$ cat src/core/pin_mux_pkg.sv
`default_nettype none
package pin_mux_pkg;
    localparam int DATA_W = 8;
    localparam int ADDR_W = 8;
    localparam int PIN_N = 4;
    localparam int FRAMER_N = 2;
    localparam int FIRST = 0;
    localparam int SECOND = 1;

    // Register byte addresses on the control port
    localparam logic [7:0] ADDR_FIRST_CTRL = 8'h11;
    localparam logic [7:0] ADDR_SECOND_CTRL = 8'hB1;
    localparam logic [7:0] CTRL_RESET = 8'h00;
    localparam logic [7:0] READ_IDLE = 8'h00;

    // Fields shared by both registers
    localparam int TEST_MUX_BIT = 5;
    localparam int PIN_FUNC_BIT = 1;
    localparam int IDLE_FUNC_BIT = 0;
    // First framer only
    localparam int LINE_EDGE_BIT = 7;
    localparam int PAYLOAD_EDGE_BIT = 6;
    localparam int ALARM_FORCE_BIT = 4;
    localparam int LINE_DISC_BIT = 2;
    // Second framer only
    localparam int RX_INV_BIT = 7;
    localparam int TX_INV_BIT = 6;
    localparam int FRAMER_DISC_BIT = 2;

    // Forced line-side levels while the alarm is forced
    localparam logic ALARM_NRZ_LEVEL = 1'b1;
    localparam logic ALARM_SYNC_LEVEL = 1'b0;
endpackage
`default_nettype wire

$ cat src/core/pin_mux_if.sv
`timescale 1ns/1ps
`default_nettype none
interface pin_mux_if;
    logic wr;
    logic [7:0] wdata;
    logic [7:0] value;
    modport owner (input wr, input wdata, output value);
    modport user (output wr, output wdata, input value);
endinterface
`default_nettype wire

$ cat src/core/pin_mux_ctrl_reg.sv
`timescale 1ns/1ps
`default_nettype none
module pin_mux_ctrl_reg (
    input wire logic clk_i,
    input wire logic rst_b_i,
    pin_mux_if.owner port_if
);
    typedef struct packed {
        logic [7:0] value;
    } reg_state_t;

    reg_state_t st;
    reg_state_t next_st;

    always_comb begin
        next_st = st;
        if (port_if.wr) begin
            next_st.value = port_if.wdata;
        end
    end

    always_ff @(posedge clk_i or negedge rst_b_i) begin
        if (!rst_b_i) begin
            st <= '{value: pin_mux_pkg::CTRL_RESET};
        end else begin
            st <= next_st;
        end
    end

    assign port_if.value = st.value;
endmodule // pin_mux_ctrl_reg
`default_nettype wire

$ cat src/core/framer_pin_and_mux_control.sv
// Overview of operation
// - With the first framer's bit 7 clear, line-side data update on the rising line clock edge, set on the falling edge.
// - With the first framer's bit 6 clear, payload data are sampled on the falling payload clock edge, set on the rising edge.
// - In each framer bit 5 set enables the transmit test-pattern mux, clear disables it.
// - The first framer's bit 4 set holds line NRZ output at 1 and line frame sync at 0; clear lets both run normally.
// - The first framer's bit 2 clear links the line interface to the first framer on chip, set breaks that link.
// - In each framer bit 1 selects the four shared pins: clear gives channel clock and block, set gives link clock and data.
// - In each framer bit 0 clear makes the idle table pick the channels that get the idle code.
// - In each framer bit 0 set makes the idle table pick the channels that carry the framer's receive serial data.
// - In the second framer bit 7 inverts the receive clock input and bit 6 the transmit clock output.
// - The second framer's bit 2 clear links the first framer to the second on chip, set breaks that link.
//
// Local design decision: the address-and-strobe port.
`timescale 1ns/1ps
`default_nettype none
module framer_pin_and_mux_control (
    input wire logic clk_i,
    input wire logic rst_b_i,
    input wire logic [7:0] addr_i,
    input wire logic [7:0] wdata_i,
    input wire logic wr_i,
    input wire logic rd_i,
    output logic [7:0] rdata_o,
    input wire logic line_side_clock_i,
    input wire logic line_nrz_src_i,
    input wire logic line_sync_src_i,
    output logic line_side_nrz_output_o,
    output logic line_side_frame_sync_o,
    input wire logic payload_clock_i,
    input wire logic payload_data_i,
    output logic payload_sample_o,
    input wire logic liu_rx_data_i,
    input wire logic first_ext_data_i,
    output logic first_framer_line_o,
    input wire logic first_framer_out_i,
    input wire logic second_ext_data_i,
    output logic second_framer_in_o,
    input wire logic second_rx_clock_in_i,
    input wire logic second_tx_clock_src_i,
    output logic second_rx_clock_o,
    output logic second_tx_clock_out_o,
    input wire logic [1:0] tx_payload_i,
    input wire logic [1:0] test_pattern_i,
    input wire logic [1:0] idle_table_hit_i,
    input wire logic [1:0] idle_code_bit_i,
    input wire logic [1:0] rx_serial_i,
    output logic [1:0] tx_data_o,
    input wire logic [1:0][3:0] channel_pins_i,
    input wire logic [1:0][3:0] link_pins_i,
    output logic [1:0][3:0] shared_pins_o
);

    ////////////////////////////////////////////////////////////////////////
    // Control registers

    pin_mux_if first_if ();
    pin_mux_if second_if ();

    assign first_if.wr = wr_i && (addr_i == pin_mux_pkg::ADDR_FIRST_CTRL);
    assign first_if.wdata = wdata_i;
    assign second_if.wr = wr_i && (addr_i == pin_mux_pkg::ADDR_SECOND_CTRL);
    assign second_if.wdata = wdata_i;

    pin_mux_ctrl_reg first_reg (
        .clk_i(clk_i),
        .rst_b_i(rst_b_i),
        .port_if(first_if)
    );

    pin_mux_ctrl_reg second_reg (
        .clk_i(clk_i),
        .rst_b_i(rst_b_i),
        .port_if(second_if)
    );

    logic [7:0] cfg_a;
    logic [7:0] cfg_b;
    logic [1:0][7:0] cfg;

    assign cfg_a = first_if.value;
    assign cfg_b = second_if.value;
    assign cfg[pin_mux_pkg::FIRST] = cfg_a;
    assign cfg[pin_mux_pkg::SECOND] = cfg_b;

    ////////////////////////////////////////////////////////////////////////
    // Helpers

    // Edge seen between the held previous level and the current level
    function automatic logic edge_hit(input logic prev, input logic now,
                                      input logic falling);
        edge_hit = falling ? (prev && !now) : (!prev && now);
    endfunction

    // Transmit source for one framer: idle table first, then test pattern
    function automatic logic tx_pick(input logic [7:0] c, input logic pay,
                                     input logic pat, input logic hit,
                                     input logic idle, input logic rxs);
        logic v;
        v = pay;
        if (hit) begin
            v = c[pin_mux_pkg::IDLE_FUNC_BIT] ? rxs : idle;
        end
        if (c[pin_mux_pkg::TEST_MUX_BIT]) begin
            v = pat;
        end
        tx_pick = v;
    endfunction

    ////////////////////////////////////////////////////////////////////////
    // Block state

    typedef struct packed {
        logic prev_line_side_clock;
        logic prev_pclk;
        logic nrz;
        logic fsync;
        logic psample;
        logic a_line;
        logic b_in;
        logic rx_clk;
        logic tx_clk;
        logic [1:0] tx;
        logic [1:0][3:0] pins;
        logic [7:0] rdata;
    } blk_state_t;

    blk_state_t st;
    blk_state_t next_st;

    logic line_edge;
    logic pay_edge;

    assign line_edge = edge_hit(st.prev_line_side_clock, line_side_clock_i,
                                cfg_a[pin_mux_pkg::LINE_EDGE_BIT]);
    assign pay_edge = edge_hit(st.prev_pclk, payload_clock_i,
                               !cfg_a[pin_mux_pkg::PAYLOAD_EDGE_BIT]);

    always_comb begin
        next_st = st;
        next_st.prev_line_side_clock = line_side_clock_i;
        next_st.prev_pclk = payload_clock_i;

        // Line clock is sampled, so updates land one cycle after the edge
        if (line_edge) begin
            next_st.nrz = line_nrz_src_i;
            next_st.fsync = line_sync_src_i;
        end
        // Forcing wins at once rather than waiting for a line clock edge
        if (cfg_a[pin_mux_pkg::ALARM_FORCE_BIT]) begin
            next_st.nrz = pin_mux_pkg::ALARM_NRZ_LEVEL;
            next_st.fsync = pin_mux_pkg::ALARM_SYNC_LEVEL;
        end

        if (pay_edge) begin
            next_st.psample = payload_data_i;
        end

        next_st.a_line = cfg_a[pin_mux_pkg::LINE_DISC_BIT] ?
            first_ext_data_i : liu_rx_data_i;
        next_st.b_in = cfg_b[pin_mux_pkg::FRAMER_DISC_BIT] ?
            second_ext_data_i : first_framer_out_i;

        next_st.rx_clk = second_rx_clock_in_i ^
            cfg_b[pin_mux_pkg::RX_INV_BIT];
        next_st.tx_clk = second_tx_clock_src_i ^
            cfg_b[pin_mux_pkg::TX_INV_BIT];

        for (int f = 0; f < pin_mux_pkg::FRAMER_N; f++) begin
            next_st.tx[f] = tx_pick(cfg[f], tx_payload_i[f],
                test_pattern_i[f], idle_table_hit_i[f],
                idle_code_bit_i[f], rx_serial_i[f]);
            next_st.pins[f] = cfg[f][pin_mux_pkg::PIN_FUNC_BIT] ?
                link_pins_i[f] : channel_pins_i[f];
        end

        // Read data stand only in the cycle after the strobe
        next_st.rdata = pin_mux_pkg::READ_IDLE;
        if (rd_i) begin
            case (addr_i)
                pin_mux_pkg::ADDR_FIRST_CTRL: begin
                    next_st.rdata = cfg_a;
                end
                pin_mux_pkg::ADDR_SECOND_CTRL: begin
                    next_st.rdata = cfg_b;
                end
                default: begin
                    next_st.rdata = pin_mux_pkg::READ_IDLE;
                end
            endcase
        end
    end

    always_ff @(posedge clk_i or negedge rst_b_i) begin
        if (!rst_b_i) begin
            st <= '0;
        end else begin
            st <= next_st;
        end
    end

    assign rdata_o = st.rdata;
    assign line_side_nrz_output_o = st.nrz;
    assign line_side_frame_sync_o = st.fsync;
    assign payload_sample_o = st.psample;
    assign first_framer_line_o = st.a_line;
    assign second_framer_in_o = st.b_in;
    assign second_rx_clock_o = st.rx_clk;
    assign second_tx_clock_out_o = st.tx_clk;
    assign tx_data_o = st.tx;
    assign shared_pins_o = st.pins;
endmodule // framer_pin_and_mux_control
`default_nettype wire

$ cat config.mk
export PLATFORM = sky130hd
export DESIGN_NAME = framer_pin_and_mux_control
export DESIGN_NICKNAME = d
export VERILOG_FILES = /design/src/core/pin_mux_pkg.sv /design/src/core/pin_mux_if.sv /design/src/core/pin_mux_ctrl_reg.sv /design/src/core/framer_pin_and_mux_control.sv
export SDC_FILE = /design/constraint.sdc
export NUM_CORES = 1
export LEC_CHECK = 0
export BUFFER_PORTS_ARGS = -buffer_cell sky130_fd_sc_hd__buf_4
export CAP_MARGIN = 10
export CORE_ASPECT_RATIO = 1.2
export CORE_MARGIN = 10
export CORE_UTILIZATION = 47
export CTS_CLUSTER_DIAMETER = 30
export DETAILED_ROUTE_END_ITERATION = 6
export GPL_ROUTABILITY_DRIVEN = 0
export GPL_TIMING_DRIVEN = 0
export PLACE_DENSITY = 0.79
export SYNTH_ARGS = -nofsm -noshare
export SYNTH_HDL_FRONTEND = slang
export SYNTH_SLANG_ARGS = --single-unit
$ cat constraint.sdc
create_clock -name clk_i -period 1.9 [get_ports clk_i]
set_input_delay 0.19 -clock clk_i [delete_from_list [all_inputs] [get_ports clk_i]]
set_output_delay 0.19 -clock clk_i [all_outputs]
set_load 0.005 [all_outputs]
Yosys cells after proc, flatten, opt, wreduce, memory -nomap -nowiden
Index checks and enable logic that the tools add are counted.
{ "totals": {"inputBits": 57, "ff_bits": 43, "word_cells": 46, "output_inout_bits": 25} }
{ "op_classes": {"reduce_logical": 11, "muxes": 16, "eq_ne": 2, "bitwise": 2} }
{ "op_table": {"columns": ["operator", "n"], "rows": [
  ["8-bit case mux with 2 select lines", 1],
  ["1-bit two-way mux", 10],
  ["8-bit by 5-bit == test with 1-bit output (second input constant)", 1],
  ["8-bit == test (second input constant)", 1],
  ["4-bit two-way mux", 2],
  ["8-bit two-way mux", 1],
  ["1-bit logical AND", 6],
  ["1-bit logical NOT", 4],
  ["2-bit two-way mux", 2],
  ["2-bit nonzero test", 1],
  ["1-bit XOR", 2]
]} }

Longest topological paths before layout
{ "depth": {"ltp_word": 5, "depth_mapped": 4, "depth_no_buf": 3} }

By module
Synthesis repeated with hierarchy kept, for this count alone.
{ "hier_totals": {"hier_cells": 145, "hier_area_um2": 1936.9} }
{ "modules_own_cells": {"columns": ["mod", "n_inst", "cells_per_inst", "seq_area_each_um2", "area_per_inst_um2"], "rows": [
  ["framer_pin_and_mux_control", 1, 111, 675.6, 1273.7],
  ["pin_mux_ctrl_reg", 2, 17, 200.2, 331.6]
]} }

Worst setup path before layout
No wires, ideal clock.
{ "synth_path": {"path_type": "register to register", "startpoint": "register st[26] (netlist name)", "endpoint": "register st, in the netlist line_side_nrz_output_o", "setup_slack_ps": 582, "n_path_buf": 0, "stages_incl_launch_ff": 4, "required_time_ps": 1774, "synth_period_minus_slack_ps": 1318, "setup_ps": 126, "arrival_time_ps": 1192, "path_cell_list": "dfrtp_1 -> or4b_2 -> o21ai_0 -> o31ai_1"} }
{ "synth_via": {"elab_chain_len": 4, "word_cells_on_any_way": 5, "classes_between": "mux (1); reduce/logical (4)"} }
{ "synth_rtl": {"columns": ["element", "line_no", "rtl"], "rows": [
  ["from (decl)", "framer_pin_and_mux_control.sv:127", "blk_state_t st;"],
  ["from (signal assigned)", "framer_pin_and_mux_control.sv:197", "st <= next_st;"],
  ["1-bit logical NOT", "framer_pin_and_mux_control.sv:91", "edge_hit = falling ? (prev && !now) : (!prev && now);"],
  ["1-bit logical AND", "framer_pin_and_mux_control.sv:91", null],
  ["1-bit two-way mux *", "framer_pin_and_mux_control.sv:91", null],
  ["2-bit nonzero test (no source line) *", null, null]
]} }
Mark *: on every way between the ends. The rest lies on a longest branch, timed or not.
A chain may end at the register's enable or synchronous reset.

Worst setup path in the final report
Ends and elaborated chain as after synthesis.

==> results.md <==
- WL/cell: between 15 and 20 um
- Peak supply drop: ~0.45 mV
- CTS tree: built
- Post-route cell area: 2660 um^2
- Number of buffers created by CTS: 5
- Outcome: finished clean
- Core Region: 3910 um^2
- F_max: 0.726 GHz
- PostCTS Resize Cnt: 0
- Vias: 1393
- Post-synth cell types: 28
- H-tree levels: 2
- DRC violations left: 0
- Unrepaired setup endpoints after global routing: no
- Placed Area: roughly 2500 um^2
- Fin Hold WS: 0.0400 ns
- Power Density: around 700 nW/um^2
- Final Setup Violations: 0
- Die X: a little under 80 um
- I/O Buffers: 81
- MaxCap Viol Count: 0
- Drt pass-1 iters: 5
- Tmin final: approximately 1.4 ns
- Row count: 25
- IO Count: between 80 and 90
- Largest net degree at the start of global routing: between 40 and 50
- Final Skew: around 0.0037 ns
- Max-Slew Margin vs Limit: approximately 65%
- Area Overhead vs Synth: 41.9%
- Crit. End Element: flip-flop
- Syn Area/Cell: around 13 um^2
- GRT overflow: 0
- Synth Net Count: roughly 200
- Synth warnings: 0
- Wire length of the first global-routing pass: between 7 and 8 mm
- CP Data Required Time: roughly 2.1 ns
- Clk buf depth: 2
- CP bufs+invs: 0
- Nets: ~290
- Yosys reg bits: between 40 and 50
- Gr usage total: roughly an eighth
- Final period util: about 73%
- Worst min-delay path category: in -> reg
- Synth async-reset ratio: 100%
- Post-synth top flop: dfrtp_1
- Static Leak: 1.34 nW
- Antenna violations before repair: 0
- Final Hold Viols: 0
- Die Y: 89.2 um
- Worst-Skew Late Latency: between 0.2 and 0.3 ns
- Initial Utilization: 47.9%
- Vias in the first global route: between 1000 and 1500
- WL final: 4.58 mm
- Number of synthesized flops with an enable pin: 0
- Antenna Violating Nets Remaining: 0
- Share of layout cells above drive strength 1: about three fifths
- Crit path DAT: 1.55 ns
- Root Buffer: clkbuf_8
- Worst path slowest cell: or4b_2
- Syn Std Cell Area: between 1500 and 2000 um^2
- First DRT Iteration DRCs: just under 70
- Ant diodes: 0
- Worst-path fanout max: 5
- Sequential-to-total area share from yosys stat: 57.4%
- Vias per cell: 4.89
- CTS Sinks: 43
- Max-slew violation count: 0
- Syn Inst Count: 141
- Crit-path leading delay family: simple AND/OR/NAND/NOR gates
- Crit start category: flip-flop
- CTS clk-pin slew, worst paths: roughly 0.08 ns
- Die area: just under 7000 um^2
- Final HPWL DP: 3.64 mm
- Crit path kind: reg -> reg
- # Post-CTS Setup Buffers: 0
- Sum Neg Setup Slack: 0 ns
- Crit-path cells: or4b_2 > o21ai_0 > o31ai_1
- Slowest stage delay, CP: around 0.67 ns
- Slew @ Worst Pin: roughly 0.52 ns
routing by layer:
| layer | wire, um | part of all wire, % | track usage, % | vias to the layer above |
|---|---|---|---|---|
| met5 | 0 | 0 | 0 | - |
| met4 | 62 | 1.4 | 4.49 | 0 |
| met3 | 354 | 7.7 | 4.63 | 5 |
| met2 | 2470 | 54 | 23.3 | 52 |
| met1 | 1690 | 37 | 13.8 | 673 |
| li1 | - | - | - | 663 |
final cells by class:
class,count,area [um^2]
flip-flops and latches,43,1080
clock buffers,8,100
multi-input cells,78,654
repair buffers,82,618
plain buffers,19,140
well taps,54,67.6
inverters,1,3.75
fillers,322,1250
sequential cells by signal, summed over array words and instances, names as in the netlist:
name and flops:
first_reg.port_if.value 8, second_framer_in_o 1, st 2, payload_sample_o 1
first_framer_line_o 1, shared_pins_o 8, rdata_o 8, second_reg.port_if.value 8
tx_data_o 2, line_side_nrz_output_o 1, second_rx_clock_o 1, second_tx_clock_out_o 1
line_side_frame_sync_o 1
kinds of logic (layout without fill, tap and decap cells):
kind of cell           after synthesis  in the layout  synth area share (%)
flip-flops                          43             43                  57.4
AO/OA/AOI/OAI                       22             22                  8.41
AND/OR/NAND/NOR                     26             26                  8.88
buffers and inverters               20            110                  7.68
XOR/XNOR                             2              2                 0.935
multiplexers                        28             28                  16.7
cell usage after synthesis (3+ instances only):
cell type	instances	area share (%)
mux2_2	26	16
buf_4	18	7.2
nor2_1	10	2.0
a22oi_1	8	3.2
dfrtp_1	43	57
a21o_1	3	1.2
worst paths after layout:
path | start | to | slack, ns | cells past startpoint
worst max-delay path | st[26] | line_side_nrz_output_o | 0.52 | 3
worst min-delay path | payload_clock_i | st[25] | 0.04 | 1
worst max register to register | st[26] | line_side_nrz_output_o | 0.52 | 3
worst min register to register | first_reg.port_if.value[4] | line_side_frame_sync_o | 0.49 | 1
max in group asynchronous | rst_b_i | st[26] | 1.11 | 2
min in group asynchronous | rst_b_i | tx_data_o[1] | 0.43 | 2
timing repair:
| item | CTS | global route |
|---|---|---|
| hold buffers | 1 | 0 |
| endpoints found under the setup margin | 0 | 0 |
| endpoints found under the hold margin | 43 | 0 |
placed cells by master, fill, tap and decap left out:
cell,n
a211oi_1,2
a21bo_2,1
a21o_1,3
a21oi_1,2
a221oi_1,1
a22oi_1,8
and2_1,1
buf_2,1
buf_4,99
clkbuf_1,1
clkbuf_8,7
dfrtp_1,43
dlygate4sd3_1,1
inv_1,1
mux2_2,26
mux2i_1,2
nand2_1,2
nand2b_1,2
nand3_1,2
nand4_2,2
nor2_1,10
nor2_2,1
nor2b_1,2
nor3_1,1
nor4b_4,1
nor4bb_1,1
o21ai_0,2
o22ai_1,1
o31ai_1,2
or4b_2,1
xor2_1,2
stage by stage:
stage	instances	setup WS, ns	util (%)	total power, mW
floorplan	141	0.582	-	1.10
global placement	276	0.349	65.2	1.27
detailed placement	276	0.314	65.2	1.28
CTS	285	0.521	68.0	1.89
global route	285	0.483	68.0	1.96
finish	285	0.522	68.0	1.87
report_power, final:
part | switching (mW) | total (mW) | internal, mW | leakage (nW)
Sequential | 0.0306 | 0.989 | 0.959 | 0.552
Clock | 0.287 | 0.618 | 0.332 | 0.0515
Combinational | 0.0910 | 0.264 | 0.173 | 0.738
Total | 0.408 | 1.87 | 1.46 | 1.34
Power figures use the tool's default switching activity.
